## src/crate_dataway_pkg.sv

```systemverilog
/*
  Constants and types for the crate bus controller with service requests.
  Assumes a single 10 MHz reference clock; all times are rounded to cycles here.
*/
package crate_dataway_pkg;

  // Clock
  localparam int CLK_PERIOD_NS = 100;

  // Crate layout
  localparam int CRATE_STATIONS = 25;
  localparam int NORMAL_STATIONS = CRATE_STATIONS - 2;
  localparam logic [4:0] READOUT_STATION = 5'h18;
  localparam logic [3:0] READOUT_SUB = 4'h0;
  localparam logic [4:0] READOUT_FUNC = 5'h00;

  // Field widths
  localparam int STN_W = 5;
  localparam int SUB_W = 4;
  localparam int FUNC_W = 5;
  localparam int DATA_W = 24;
  localparam int RSP_W = DATA_W + 2;
  localparam int FIFO_DEPTH_DEF = 16;

  // Cycle timing, least times rounded up
  localparam int T_SETUP_NS = 500;
  localparam int T_S1_NS = 250;
  localparam int T_GAP_NS = 125;
  localparam int T_S2_NS = 250;
  localparam int T_TAIL_NS = 125;
  localparam int SETUP_CYC = (T_SETUP_NS + CLK_PERIOD_NS - 1) / CLK_PERIOD_NS;
  localparam int S1_CYC = (T_S1_NS + CLK_PERIOD_NS - 1) / CLK_PERIOD_NS;
  localparam int GAP_CYC = (T_GAP_NS + CLK_PERIOD_NS - 1) / CLK_PERIOD_NS;
  localparam int S2_CYC = (T_S2_NS + CLK_PERIOD_NS - 1) / CLK_PERIOD_NS;
  localparam int TAIL_CYC = (T_TAIL_NS + CLK_PERIOD_NS - 1) / CLK_PERIOD_NS;
  localparam logic [2:0] SETUP_LAST = 3'(SETUP_CYC - 1);
  localparam logic [2:0] S1_LAST = 3'(S1_CYC - 1);
  localparam logic [2:0] GAP_LAST = 3'(GAP_CYC - 1);
  localparam logic [2:0] S2_LAST = 3'(S2_CYC - 1);
  localparam logic [2:0] TAIL_LAST = 3'(TAIL_CYC - 1);

  // Reset values
  localparam logic SRQ_RST = 1'b0;
  localparam logic EN_RST = 1'b0;

  typedef enum logic [2:0] {
    ST_IDLE = 3'b000,
    ST_SETUP = 3'b001,
    ST_S1 = 3'b010,
    ST_GAP = 3'b011,
    ST_S2 = 3'b100,
    ST_TAIL = 3'b101
  } seq_state_type;

endpackage : crate_dataway_pkg

```

## src/crate_dataway_srq_control.sv

```systemverilog
/*
  Crate bus controller: drives station, subaddress, function, write data and
  common controls, captures read data with X and Q, raises service requests.
  Assumes commands and poll events arrive synchronous to REF_CLK_I from the
  bus controller logic, and that read data is drained through the FIFO port.
*/
// How it works
// - X and Q captured every cycle and shown on the response outputs.
// - Captured X and Q feed service requests and end block transfers.
// - Attention lines feed requests and are readable during a serial poll.
// - Enabled sources: attention line, zero X, zero Q raise a request.
// - No bus cycle starts while a service request is pending.
// - Attention still set when polling ends raises a new request at once.
// - Up to 25 stations from 1; two rightmost belong to the controller.
// - Each normal station has its own dedicated select line.
// - Four subaddress lines select subsections 0 to 15.
// - Five function lines weighted 16,8,4,2,1 select functions 0 to 31.
// - Station, subaddress and function held steady for the whole cycle.
// - 24-bit data with separate write and read line groups.
// - Write data present from the start of every cycle.
// - Initialize, clear and inhibit reach all modules without addressing.
// - Serial poll disable clears a pending service request.
// - End of first strobe captures 24 read bits with X and Q.
`timescale 1ns/1ns

module rsp_fifo #(
  parameter int WIDTH = 26,
  parameter int DEPTH = 16
) (
  input wire logic clk_i,
  input wire logic rstn_i,
  input wire logic in_valid_i,
  output logic in_ready_o,
  input wire logic [WIDTH-1:0] in_data_i,
  output logic out_valid_o,
  input wire logic out_ready_i,
  output logic [WIDTH-1:0] out_data_o,
  output logic drained_o
);
  localparam int PW = $clog2(DEPTH);

  logic [WIDTH-1:0] mem_r [DEPTH];
  logic [PW-1:0] wr_ptr_r;
  logic [PW-1:0] rd_ptr_r;
  logic [PW:0] cnt_r;
  logic push;
  logic pop;

  if (DEPTH < 2 || (DEPTH & (DEPTH - 1)) != 0) begin : g_bad_depth
    $error("FIFO depth must be a power of two, at least 2");
  end

  assign in_ready_o = cnt_r != (PW + 1)'(DEPTH);
  assign push = in_valid_i && in_ready_o;
  assign pop = (cnt_r != '0) && (!out_valid_o || out_ready_i);
  assign drained_o = (cnt_r == '0) && !out_valid_o;

  always_ff @(posedge clk_i) begin
    if (push) begin
      mem_r[wr_ptr_r] <= in_data_i;
    end
  end

  always_ff @(posedge clk_i or negedge rstn_i) begin
    if (!rstn_i) begin
      wr_ptr_r <= '0;
      rd_ptr_r <= '0;
      cnt_r <= '0;
      out_valid_o <= 1'b0;
      out_data_o <= '0;
    end else begin
      wr_ptr_r <= wr_ptr_r + PW'(push);
      rd_ptr_r <= rd_ptr_r + PW'(pop);
      cnt_r <= cnt_r + (PW + 1)'(push) - (PW + 1)'(pop);
      if (pop) begin
        out_valid_o <= 1'b1;
        out_data_o <= mem_r[rd_ptr_r];
      end else if (out_ready_i) begin
        out_valid_o <= 1'b0;
      end
    end
  end
endmodule : rsp_fifo

module crate_dataway_srq_control #(
  parameter int NSTN = crate_dataway_pkg::NORMAL_STATIONS,
  parameter int FIFO_DEPTH = crate_dataway_pkg::FIFO_DEPTH_DEF
) (
  input wire logic REF_CLK_I,
  input wire logic RSTN_I,
  // Command side
  input wire logic CMD_VALID_I,
  output logic CMD_READY_O,
  input wire logic [crate_dataway_pkg::STN_W-1:0] CMD_N_I,
  input wire logic [crate_dataway_pkg::SUB_W-1:0] CMD_A_I,
  input wire logic [crate_dataway_pkg::FUNC_W-1:0] CMD_F_I,
  input wire logic [crate_dataway_pkg::DATA_W-1:0] CMD_W_I,
  input wire logic CMD_Z_I,
  input wire logic CMD_C_I,
  input wire logic CMD_I_I,
  input wire logic CMD_BLOCK_I,
  // Request source enables and poll events
  input wire logic CFG_WE_I,
  input wire logic CFG_LAM_EN_I,
  input wire logic CFG_X_EN_I,
  input wire logic CFG_Q_EN_I,
  input wire logic IFC_I,
  input wire logic SPE_I,
  input wire logic SPD_I,
  output logic SRQ_O,
  output logic POLL_ACTIVE_O,
  output logic [NSTN-1:0] POLL_LAM_O,
  output logic RSP_X_O,
  output logic RSP_Q_O,
  // Read data stream
  output logic RD_VALID_O,
  input wire logic RD_READY_I,
  output logic [crate_dataway_pkg::DATA_W-1:0] RD_DATA_O,
  output logic RD_X_O,
  output logic RD_Q_O,
  // Crate bus
  output logic B_O,
  output logic S1_O,
  output logic S2_O,
  output logic [NSTN-1:0] N_O,
  output logic [crate_dataway_pkg::SUB_W-1:0] A_O,
  output logic [crate_dataway_pkg::FUNC_W-1:0] F_O,
  output logic [crate_dataway_pkg::DATA_W-1:0] W_O,
  output logic Z_O,
  output logic C_O,
  output logic I_O,
  input wire logic [crate_dataway_pkg::DATA_W-1:0] R_I,
  input wire logic X_I,
  input wire logic Q_I,
  input wire logic [NSTN-1:0] L_I
);
  import crate_dataway_pkg::*;

  if (NSTN < 1 || NSTN > NORMAL_STATIONS) begin : g_bad_nstn
    $error("Normal station count must be 1 to 23");
  end

  seq_state_type state_r, state_nxt;
  logic [2:0] cnt_r, cnt_nxt;
  logic [STN_W-1:0] stn_r, stn_nxt;
  logic [SUB_W-1:0] sub_r, sub_nxt;
  logic [FUNC_W-1:0] func_r, func_nxt;
  logic [DATA_W-1:0] wdata_r, wdata_nxt;
  logic [DATA_W-1:0] rdata_r;
  logic z_r, z_nxt, c_r, c_nxt, inh_r, inh_nxt;
  logic block_r, block_nxt;
  logic lam_en_r, x_en_r, q_en_r;
  logic srq_r, srq_nxt;
  logic poll_r, poll_nxt;
  logic [NSTN-1:0] n_dec;
  logic cmd_take, special, start, capture, cyc_end, drive;
  logic lam_set, x_set, q_set, blk_stop;
  logic fifo_ready, fifo_drained;
  logic [RSP_W-1:0] fifo_din, fifo_dout;

  // Command acceptance and readout command
  assign cmd_take = CMD_VALID_I && CMD_READY_O;
  assign special = (CMD_N_I == READOUT_STATION) && (CMD_A_I == READOUT_SUB) && (CMD_F_I == READOUT_FUNC);
  assign start = (state_r == ST_IDLE) && !srq_r && !IFC_I &&
                 ((cmd_take && !special) || (block_r && fifo_drained));
  assign capture = (state_r == ST_S1) && (cnt_r == '0);
  assign cyc_end = (state_r == ST_TAIL) && (cnt_r == '0);

  // Latched command fields; Z and C clear at cycle end, block at zero X or Q, others held until overwritten
  assign stn_nxt = cmd_take ? CMD_N_I : stn_r;
  assign sub_nxt = cmd_take ? CMD_A_I : sub_r;
  assign func_nxt = cmd_take ? CMD_F_I : func_r;
  assign wdata_nxt = cmd_take ? CMD_W_I : wdata_r;
  assign z_nxt = cmd_take ? CMD_Z_I : (z_r && !cyc_end);
  assign c_nxt = cmd_take ? CMD_C_I : (c_r && !cyc_end);
  assign inh_nxt = cmd_take ? CMD_I_I : inh_r;
  assign blk_stop = capture && (!X_I || !Q_I);
  assign block_nxt = cmd_take ? (CMD_BLOCK_I && !special) : (block_r && !blk_stop);

  // Individual station select lines, stations 1..NSTN
  for (genvar k = 0; k < NSTN; k++) begin : g_ndec
    assign n_dec[k] = stn_nxt == STN_W'(k + 1);
  end

  // Request sources
  assign lam_set = lam_en_r && (|L_I) && !poll_r;
  assign x_set = capture && x_en_r && !X_I;
  assign q_set = capture && q_en_r && !Q_I;
  assign srq_nxt = lam_set || x_set || q_set || (srq_r && !SPD_I);
  assign poll_nxt = SPE_I || (poll_r && !SPD_I);

  // Cycle sequencer
  always_comb begin
    state_nxt = state_r;
    cnt_nxt = cnt_r - 3'h1;
    case (state_r)
      ST_IDLE: begin
        cnt_nxt = SETUP_LAST;
        if (start) begin
          state_nxt = ST_SETUP;
        end
      end
      ST_SETUP: begin
        if (cnt_r == '0) begin
          state_nxt = ST_S1;
          cnt_nxt = S1_LAST;
        end
      end
      ST_S1: begin
        if (cnt_r == '0) begin
          state_nxt = ST_GAP;
          cnt_nxt = GAP_LAST;
        end
      end
      ST_GAP: begin
        if (cnt_r == '0) begin
          state_nxt = ST_S2;
          cnt_nxt = S2_LAST;
        end
      end
      ST_S2: begin
        if (cnt_r == '0) begin
          state_nxt = ST_TAIL;
          cnt_nxt = TAIL_LAST;
        end
      end
      ST_TAIL: begin
        if (cnt_r == '0) begin
          state_nxt = ST_IDLE;
        end
      end
      default: begin
        state_nxt = ST_IDLE;
        cnt_nxt = '0;
      end
    endcase
    if (IFC_I) begin
      state_nxt = ST_IDLE;
      cnt_nxt = '0;
    end
  end

  assign drive = state_nxt != ST_IDLE;

  always_ff @(posedge REF_CLK_I or negedge RSTN_I) begin
    if (!RSTN_I) begin
      state_r <= ST_IDLE;
      cnt_r <= '0;
      B_O <= 1'b0;
      S1_O <= 1'b0;
      S2_O <= 1'b0;
    end else begin
      state_r <= state_nxt;
      cnt_r <= cnt_nxt;
      B_O <= drive;
      S1_O <= state_nxt == ST_S1;
      S2_O <= state_nxt == ST_S2;
    end
  end

  // Bus drivers, enabled only while busy
  always_ff @(posedge REF_CLK_I or negedge RSTN_I) begin
    if (!RSTN_I) begin
      N_O <= '0;
      A_O <= '0;
      F_O <= '0;
      W_O <= '0;
      Z_O <= 1'b0;
      C_O <= 1'b0;
      I_O <= 1'b0;
    end else begin
      N_O <= drive ? n_dec : '0;
      A_O <= drive ? sub_nxt : '0;
      F_O <= drive ? func_nxt : '0;
      W_O <= drive ? wdata_nxt : '0;
      Z_O <= drive && z_nxt;
      C_O <= drive && c_nxt;
      I_O <= drive && inh_nxt;
    end
  end

  // Command latches, enables, request and poll state
  always_ff @(posedge REF_CLK_I or negedge RSTN_I) begin
    if (!RSTN_I) begin
      stn_r <= '0;
      sub_r <= '0;
      func_r <= '0;
      wdata_r <= '0;
      z_r <= 1'b0;
      c_r <= 1'b0;
      inh_r <= 1'b0;
      block_r <= 1'b0;
      lam_en_r <= EN_RST;
      x_en_r <= EN_RST;
      q_en_r <= EN_RST;
      srq_r <= SRQ_RST;
      poll_r <= 1'b0;
      CMD_READY_O <= 1'b0;
    end else if (IFC_I) begin
      stn_r <= '0;
      sub_r <= '0;
      func_r <= '0;
      wdata_r <= '0;
      z_r <= 1'b0;
      c_r <= 1'b0;
      inh_r <= 1'b0;
      block_r <= 1'b0;
      lam_en_r <= EN_RST;
      x_en_r <= EN_RST;
      q_en_r <= EN_RST;
      srq_r <= SRQ_RST;
      poll_r <= 1'b0;
      CMD_READY_O <= 1'b0;
    end else begin
      stn_r <= stn_nxt;
      sub_r <= sub_nxt;
      func_r <= func_nxt;
      wdata_r <= wdata_nxt;
      z_r <= z_nxt;
      c_r <= c_nxt;
      inh_r <= inh_nxt;
      block_r <= block_nxt;
      if (CFG_WE_I) begin
        lam_en_r <= CFG_LAM_EN_I;
        x_en_r <= CFG_X_EN_I;
        q_en_r <= CFG_Q_EN_I;
      end
      srq_r <= srq_nxt;
      poll_r <= poll_nxt;
      CMD_READY_O <= !drive && !cmd_take && !block_nxt && !srq_nxt && fifo_ready;
    end
  end

  // Response capture and status outputs
  always_ff @(posedge REF_CLK_I or negedge RSTN_I) begin
    if (!RSTN_I) begin
      rdata_r <= '0;
      RSP_X_O <= 1'b0;
      RSP_Q_O <= 1'b0;
      SRQ_O <= SRQ_RST;
      POLL_ACTIVE_O <= 1'b0;
      POLL_LAM_O <= '0;
    end else begin
      if (capture) begin
        rdata_r <= R_I;
        RSP_X_O <= X_I;
        RSP_Q_O <= Q_I;
      end
      SRQ_O <= IFC_I ? SRQ_RST : srq_nxt;
      POLL_ACTIVE_O <= !IFC_I && poll_nxt;
      POLL_LAM_O <= poll_r ? L_I : '0;
    end
  end

  // Read data path; readout command repeats the last capture
  assign fifo_din = capture ? {X_I, Q_I, R_I} : {RSP_X_O, RSP_Q_O, rdata_r};

  rsp_fifo #(
    .WIDTH(RSP_W),
    .DEPTH(FIFO_DEPTH)
  ) u_fifo (
    .clk_i(REF_CLK_I),
    .rstn_i(RSTN_I),
    .in_valid_i(capture || (cmd_take && special)),
    .in_ready_o(fifo_ready),
    .in_data_i(fifo_din),
    .out_valid_o(RD_VALID_O),
    .out_ready_i(RD_READY_I),
    .out_data_o(fifo_dout),
    .drained_o(fifo_drained)
  );

  assign RD_X_O = fifo_dout[RSP_W-1];
  assign RD_Q_O = fifo_dout[RSP_W-2];
  assign RD_DATA_O = fifo_dout[DATA_W-1:0];
endmodule : crate_dataway_srq_control

```

## config.mk

```make
export PLATFORM = sky130hd
export DESIGN_NAME = crate_dataway_srq_control
export DESIGN_NICKNAME = d
export VERILOG_FILES = /design/src/crate_dataway_pkg.sv /design/src/crate_dataway_srq_control.sv
export SDC_FILE = /design/constraint.sdc
export NUM_CORES = 1
export LEC_CHECK = 0
export BUFFER_PORTS_ARGS = -buffer_cell sky130_fd_sc_hd__buf_2
export CORE_UTILIZATION = 35
export DETAILED_ROUTE_END_ITERATION = 12
export GPL_ROUTABILITY_DRIVEN = 0
export SYNTH_ARGS = -nofsm -noshare
export SYNTH_HDL_FRONTEND = slang
export SYNTH_SLANG_ARGS = --single-unit
```

## constraint.sdc

```tcl
create_clock -name REF_CLK_I -period 4.4 [get_ports REF_CLK_I]
set_clock_uncertainty 0.2 [all_clocks]
set_input_delay 0 -clock REF_CLK_I [delete_from_list [all_inputs] [get_ports REF_CLK_I]]
set_output_delay 0 -clock REF_CLK_I [all_outputs]
set_load 0.02 [all_outputs]
```

# Yosys cells after proc, flatten, opt, wreduce, memory -nomap -nowiden
# Memory sizes are Yosys's and may differ from the RTL's. A register that Yosys moved wholly into a read port is not among the register bits.
# Index checks and enable logic that the tools add are counted.
# W data, S select, Z words.
# totals
regBits	180
mem_bits_rw	416
input_bits	102
output_inout_bits	117
wordCells	190
mem_count	1
# classes
add_sub_neg	5
n_eq_ne	32
n_mux	47
reduce_logical	70
# mem_list
name	words	width	rd	rd_ports_with_merged_regs	wr	line_no	rtl
u_fifo.mem_r	16	26	1	1	1	crate_dataway_srq_control.sv:42	logic [WIDTH-1:0] mem_r [DEPTH];
# ops
cell	n
$mux W24	3
$mux W23	2
$eq A5 B5 Y1 const B	9
$eq A5 B4 Y1 const B	8
$logic_and A1 B1 Y1	35
$mux W3	10
$mux W26	1
$mux W5	5
$reduce_or A23 Y1	1
$mux W1	21
$eq A5 B3 Y1 const B	4
$pmux W3 S6	1
$logic_not A1 Y1	15
$mux W4	3
$pmux W3 S4	1
$eq A5 B2 Y1 const B	2
$logic_not A5 Y1	2
$eq A3 B2 Y1 const B	3
$eq A3 B3 Y1 const B	3
$add A4 B1 Y4	2
$logic_or A1 B1 Y1	8
$logic_not A3 Y1	2
$add A5 B1 Y5	1
$eq A5 B1 Y1 const B	1
9 further kinds	11

# Depth between registers and ports, before layout
# Gate-level depths: netlist of the first run.
# logic_depth
ltp_word	17
mapped_depth	16
depth_no_buf	15

# By module
# From an unflattened synthesis of the first run, not the netlist that was laid out.
# hier_totals
cells_unflattened	1284
area_unflattened_um2	23647.7
# modules_own_cells
module	instances	cells_per_inst	area_per_inst_um2	seq_area_each_um2
rsp_fifo	1	774	17440.5	13492.9
crate_dataway_srq_control	1	510	6207.2	4129.0

# Worst setup path after synthesis of the first run
# Ideal clock, no wire load.
# synth_timing
kind	reg-to-reg
start	register cnt_r[0]
end	memory u_fifo.mem_r[8][0], enable pin
t_arrival_ps	3971
setup_slack_ps	-246
stages_incl_launch_ff	9
path_buffers	1
period_less_slack_ps	4646
path_cell_list	dfrtp_1 > inv_1 > ha_1 > and2b_4 > nand3_1 > o21ai_0 > nand2_1 > clkbuf_1 > nor4_1
# synth_between
elab_chain_cells	6
# synth_lines
item	line_no	rtl
start: declaration	crate_dataway_srq_control.sv:144	logic [2:0] cnt_r, cnt_nxt;
start signal: assignment	crate_dataway_srq_control.sv:254	cnt_r <= cnt_nxt;
$logic_not A3 Y1	crate_dataway_srq_control.sv:166	assign capture = (state_r == ST_S1) && (cnt_r == '0);
$logic_and A1 B1 Y1	crate_dataway_srq_control.sv:166	
$logic_or A1 B1 Y1	crate_dataway_srq_control.sv:364	.in_valid_i(capture || (cmd_take && special)),
$logic_and A1 B1 Y1	crate_dataway_srq_control.sv:54	assign push = in_valid_i && in_ready_o;
$mux W1	crate_dataway_srq_control.sv:59	if (push) begin
$mux W1 (not written as such)	crate_dataway_srq_control.sv:60	mem_r[wr_ptr_r] <= in_data_i;
end: declaration	crate_dataway_srq_control.sv:42	
# Every way passes these cells.

# Final worst setup path of the first run
# layout_timing
start	register cnt_r[0]
end	register u_fifo.cnt_r[4]
# layout_between
elab_chain_cells	6
# layout_lines
item	line_no	rtl
$logic_not A3 Y1	crate_dataway_srq_control.sv:166	
$logic_and A1 B1 Y1	crate_dataway_srq_control.sv:166	
$logic_or A1 B1 Y1	crate_dataway_srq_control.sv:364	
$logic_and A1 B1 Y1	crate_dataway_srq_control.sv:54	
$add A5 B1 Y5	crate_dataway_srq_control.sv:74	cnt_r <= cnt_r + (PW + 1)'(push) - (PW + 1)'(pop);
$sub A5 B1 Y5	crate_dataway_srq_control.sv:74	
end signal: assignment	crate_dataway_srq_control.sv:74	
end: declaration	crate_dataway_srq_control.sv:45	logic [PW:0] cnt_r;
# Every way passes these cells.
# A chain may end at the register's enable or synchronous reset.

==> run summary, run 1 <==
via count: 13.1k
reg2reg path depth: 15
Worst setup SP type: flop
CTS Buffer Depth: 3
top cells by area in the synthesized netlist: edfxtp_1, dfrtp_1, mux4_2, mux2i_1, nor2_1
leading cell types in the layout, fill and taps excluded: edfxtp_1, buf_2, dfrtp_1
Syn-to-layout area delta: 26.1%
Clock Latency Late Sink: 610 ps
TritonCTS sink count: 621
final instance area: 0.0299 mm2
period utilization: 0.742
Crit path max-delay family: simple AND/OR/NAND/NOR gates
Seq/Total Area, Yosys: 0.744
Core Footprint: 0.0670 mm2
first-pass GRT wire length: 85.8 mm
Yosys reg bits: 621
initial antenna violation count: 2
R2R Setup Slk: 1130 ps
Layout fillers: 5883
Final Hold Vio Count: 0
max incr delay on CP: 440 ps
Ys Warns: 0
Gate Count Post-Synth: 1283
total CTS buffers: 69
hold crit path type: primary input to flop
layout cells sized above 1: 0.305
Post-synth EDFFs: 416
pin count of the biggest net entering global routing: 95
dpl cell area: 0.0260 mm2
DIE HEIGHT: 262 um
ys async rst share: 0.330
clk slew on worst S/H paths: 60 ps
Post-CTS Setup Inserts: 0
Total Routing Usage GR: 0.164
Finished Layout Cells: 2626
Critical Path AT: 3550 ps
wire per inst: 21.1 um
Mapped Avg Cell Area: 18.5 um2
H-tree levels: 3
CTS root buf: clkbuf_16
TritonCTS clock tree: yes
worst flop-to-flop path startpoint: cnt_r[0]
via/cell ratio: 5.00
full die area: 0.0688 mm2
Mapped Nets: 1398
vias in the first global route: 14.3k
hold buffer count at CTS: 155
Post-Syn Area: 0.0237 mm2
Port Buffer Count: 218
most common cell after layout, fill and taps aside: edfxtp_1
post-layout min period: 3270 ps
Req. time, crit path: 4690 ps
post-synth top area share: 0.527
Pre-Repair DR Iteration Count: 5
critical path's most frequent cell: inv_1
Worst setup EP type: flop
antenna viol nets, final: 0
CTS-repair resized insts: 0
io pins: 219
setup TNS: 0 ps
crit-path cells: inv_1, ha_1, and2b_4, nand3_2, o21ai_0, nand2_1, inv_1, ha_1, inv_1, fa_1, inv_1, a21oi_1, nor2_1, nor2_1, xnor2_1
count of final setup violators: 0
Rows: 95
Post-layout nets: 1812
Critical R2R Capture: u_fifo.cnt_r[4]
leakage: 11.8 nW
RSZ-0062 raised after global routing: false
cell accounting for the most synthesized area: edfxtp_1
CP Class: flop to flop
fmax: 0.306 GHz
outcome: finished, final reports clean
Power Density: 601 mW/mm2
Netlist cell types: 53
peak supply drop: 0.000293 V
Placed Instances: 2344
max-slew violations: 0
WHS Endpoint: POLL_LAM_O[21]
main flop type after synthesis: edfxtp_1
starting DRC count in detailed routing: 798
worst hold path cell count: 3
final wirelength: 55.5 mm
slowest library cell on the worst path: nand2_1
# DRC: 0
hpwl dp: 31.1 mm
CP max FO: 13
critical path buffer and inverter count: 4
maxcap violations: 0
width of the die: 262 um
total grt overflow: 0
max_slew headroom: 0.279
hold_sp: L_I[21]
worst slew pin tran: 1080 ps
initial core utilization: 0.354
cell usage after synthesis (all sizes together), types with 4 or more instances:
cell / n
edfxtp: 416
nand3b: 4
nand3: 4
mux2: 24
nand2: 23
nor3: 28
and3: 4
nor2: 101
inv: 22
mux4: 104
nor4: 15
a31oi: 6
a21o: 27
nand2b: 11
dfrtp: 205
o21ai: 7
nor3b: 5
xnor2: 7
and2: 26
ha: 12
o22ai: 27
mux2i: 91
clkbuf: 27
a21oi: 15
buf: 40
how the worst max path moves through the flow:
stage                     from  slack, ps                 end  cells past startpoint
floorplan             cnt_r[0]       -250  u_fifo.mem_r[8][0]                      8
global placement    CMD_A_I[1]       1180     u_fifo.cnt_r[4]                     14
detailed placement    cnt_r[0]       1110     u_fifo.cnt_r[4]                     15
CTS                   cnt_r[0]       1110     u_fifo.cnt_r[4]                     15
global route          cnt_r[0]        860     u_fifo.cnt_r[4]                     15
finish                cnt_r[0]       1130     u_fifo.cnt_r[4]                     15
metal layers:
metal  up-vias  GRT usage  wire length, um
li1       5798          -                -
met1      6902      0.209            23500
met2       360      0.276            27600
met3        75     0.0426             3490
met4         2     0.0421              931
met5         -          0               13
stage by stage:
step	setup slack, ps	utilization	total power, mW	hold WS, ps
floorplan	-246	-	10.8	-496
global placement	1180	0.388	12.1	-89.0
detailed placement	1110	0.388	12.2	-88.2
CTS	1110	0.446	18.2	1.67
global route	863	0.446	18.8	22.1
finish	1130	0.446	18.0	27.3
cell families after synthesis:
kind of cell / synth area share
multiplexers: 0.149
XOR/XNOR: 0.00370
flip-flops: 0.744
AND/OR/NAND/NOR: 0.0532
adder cells (fa/ha/maj): 0.00718
AO/OA/AOI/OAI: 0.0268
buffers and inverters: 0.0170
power breakdown:
part / total (mW) / switching [mW] / internal (mW)
combinational: 4.30 / 2.40 / 1.90
sequential: 7.82 / 0.502 / 7.32
clock: 5.85 / 2.32 / 3.53
total: 18.0 / 5.22 / 12.8
sequential cells by signal, indices dropped and copies added (netlist names), 23 cells and up:
signal and flops:
rdata_r 24, wdata_r 24, POLL_LAM_O 23, u_fifo.out_data_o 26, N_O 23, W_O 24, u_fifo.mem_r 416
final cells by class:
cell class	instances	area [um2]	area share
diodes	2	5.00	0.000167
flip-flops and latches	621	17600	0.590
multi-input cells	573	5760	0.193
clock inverters	35	465	0.0156
repair buffers	410	3000	0.100
inverters	22	82.6	0.00276
well taps	873	1090	0.0365
clock buffers	90	1860	0.0621
worst reg2reg max path: stages (launching register included):
cell     delay [ps]
dfrtp_1         400
inv_1            90
ha_1            250
and2b_4         230
nand3_2          80
o21ai_0         180
nand2_1         440
inv_1           210
ha_1            190
inv_1            60
fa_1            420
inv_1            70
a21oi_1          60
nor2_1          100
nor2_1           60
xnor2_1         120
(Power assumes the default switching activity.)
==> run 2, diff against run 1 <==
- clock period: 4.4 -> 2.8 ns (I/O delays scaled with it)
==> run 2 against run 1 <==
Combinational power is 67% higher. Die area stayed put. Register-to-register slack worse by 1000 ps. Largest cell class unchanged. Largest power group unchanged.
==> run summary, run 2 (synthesis gave the netlist of run 1 again) <==
outcome: finished, final reports clean
CP Class: primary input to flop
post-layout min period: 2730 ps
layout cells sized above 1: 0.313 (+0.00834)
Critical Path AT: 2990 ps (-560 ps)
dpl cell area: 0.0266 mm2 (+2.1%)
hpwl dp: 30.3 mm (-2.6%)
global routing usage on met2: 0.269 (-0.00748)
max incr delay on CP: 720 ps (+280 ps)
peak supply drop: 0.000419 V (+43%)
RSZ-0062 raised after global routing: true
Final Hold Vio Count: 0 (unchanged)
CTS root buf: clkbuf_16
Largest regs: u_fifo.mem_r x416, u_fifo.out_data_o x26
Power Density: 930 mW/mm2 (+55%)
full die area: 0.0688 mm2 (unchanged)
most common cell after layout, fill and taps aside: edfxtp_1
Clock Latency Late Sink: 600 ps (about the same)
CTS Buffer Depth: 3 (unchanged)
TritonCTS sink count: 621 (unchanged)
critical path buffer and inverter count: 4 (unchanged)
Largest Register: u_fifo.mem_r
slowest library cell on the worst path: dlygate4sd3_1
Worst setup EP type: flop
Worst setup SP type: primary input
hold crit path type: primary input to flop
fmax: 0.367 GHz
period utilization: 0.974
TritonCTS clock tree: yes
io pins: 219 (unchanged)
leading cell types in the layout, fill and taps excluded: edfxtp_1, buf_2, dfrtp_1
Core Footprint: 0.0670 mm2 (unchanged)
vias in the first global route: 14.5k (+1.4%)
width of the die: 262 um (unchanged)
Req. time, crit path: 3060 ps (-1630 ps)
maxcap violations: 0 (unchanged)
GRT met1 Usage: 0.214 (+0.00429)
Port Buffer Count: 218 (unchanged)
Post-layout nets: 1845 (+1.8%)
Pre-Repair DR Iteration Count: 5 (unchanged)
wire per inst: 20.8 um (-1.3%)
met3 usage: 0.0400 (-0.00263)
critical path's most frequent cell: dlygate4sd3_1
total CTS buffers: 66 (-4.3%)
leakage: 12.0 nW (+2.5%)
DIE HEIGHT: 262 um (unchanged)
crit-path cells: dlygate4sd3_1, buf_2, nor4_1, nand4_1, dlygate4sd3_1, and3_1, a21oi_1, dlygate4sd3_1, nor2_1
# DRC: 0 (unchanged)
worst slew pin tran: 655 ps (-423 ps)
first-pass GRT wire length: 85.5 mm (-0.41%)
starting DRC count in detailed routing: 741 (-7.1%)
max reg flops: 416 (unchanged)
number of diodes: 0 (-2)
initial antenna violation count: 2 (unchanged)
final instance area: 0.0307 mm2 (+2.6%)
H-tree levels: 3 (unchanged)
max_slew headroom: 0.558 (+0.279)
count of final setup violators: 0 (unchanged)
initial core utilization: 0.354 (unchanged)
antenna viol nets, final: 0 (unchanged)
CP max FO: 3 (-10)
via count: 13.2k (+0.15%)
via/cell ratio: 4.96 (-0.90%)
Layout fillers: 5792 (-1.5%)
Syn-to-layout area delta: 29.4%
Total Routing Usage GR: 0.163 (-0.00110)
hold slack: 43.6 ps (+16.3 ps)
pin count of the biggest net entering global routing: 62 (-35%)
post-layout util: 0.457 (+0.0116)
Crit path max-delay family: buffers and inverters
Rows: 95 (unchanged)
gr busiest metal: met2
total grt overflow: 0 (unchanged)
clk slew on worst S/H paths: 60 ps (about the same)
max-slew violations: 0 (unchanged)
final wirelength: 55.3 mm (-0.29%)
-- run 2: path summary, 6_finish.rpt --
| check | start | endpoint | slack [ps] | depth (start not counted) |
|---|---|---|---|---|
| setup / recovery | CMD_A_I[1] | block_r | 70 | 9 |
| max in group asynchronous | RSTN_I | POLL_LAM_O[20] | 1540 | 4 |
| min in group asynchronous | RSTN_I | u_fifo.out_data_o[17] | 380 | 4 |
| hold / removal | CMD_W_I[4] | wdata_r[4] | 40 | 4 |
| setup reg to reg | u_fifo.cnt_r[3] | u_fifo.cnt_r[4] | 130 | 15 |
| hold reg to reg | u_fifo.out_data_o[12] | u_fifo.out_data_o[12] | 270 | 1 |
-- run 2: area by class of cell --
class,count,area [um2],area share
clock buffers,82,1750,0.0571
clock inverters,37,569,0.0186
inverters,22,82.6,0.00269
multi-input cells,573,5890,0.192
flip-flops and latches,621,17600,0.575
well taps,873,1090,0.0356
repair buffers,446,3650,0.119
-- run 2: routing by layer --
| metal | up-vias | wire length, um |
|---|---|---|
| met3 | 91 | 2870 |
| met1 | 6867 | 24200 |
| li1 | 5852 | - |
| met5 | - | 24 |
| met4 | 4 | 1150 |
| met2 | 343 | 27000 |
-- run 2: worst min-delay path, delay by kind of cell --
| kind | cells | cell delay [ps] |
|---|---|---|
| buffers and inverters | 2 | 630 |
| multiplexers | 1 | 80 |
| AND/OR/NAND/NOR | 1 | 90 |
-- run 2: power breakdown --
| group | total, mW | internal (mW) | switching (mW) |
|---|---|---|---|
| clock network | 9.25 | 5.54 | 3.71 |
| registers | 12.1 | 11.5 | 0.603 |
| logic | 7.16 | 3.24 | 3.91 |
| total | 28.5 | 20.3 | 8.23 |
-- run 2: repair_timing --
item                       CTS  global route
hold endpoints to repair   789             0
resized for setup            2             4
pin swaps                    0             1
cloned                       0             0
setup endpoints to repair    1             4
buffers inserted             0             0
hold buffers               176             0
-- run 2: stage by stage --
step | setup slack [ps] | TNS, ps | total power, mW | instances
2_1_floorplan | -190 | -17400 | 17.1 | 1283
3_3_place_gp | 72.3 | 0 | 19.2 | 2359
3_5_place_dp | -8.99 | -8.99 | 19.4 | 2359
4_1_cts | 40.5 | 0 | 28.9 | 2654
5_1_grt | -45.8 | -45.8 | 29.8 | 2654
6_report | 71.9 | 0 | 28.5 | 2654
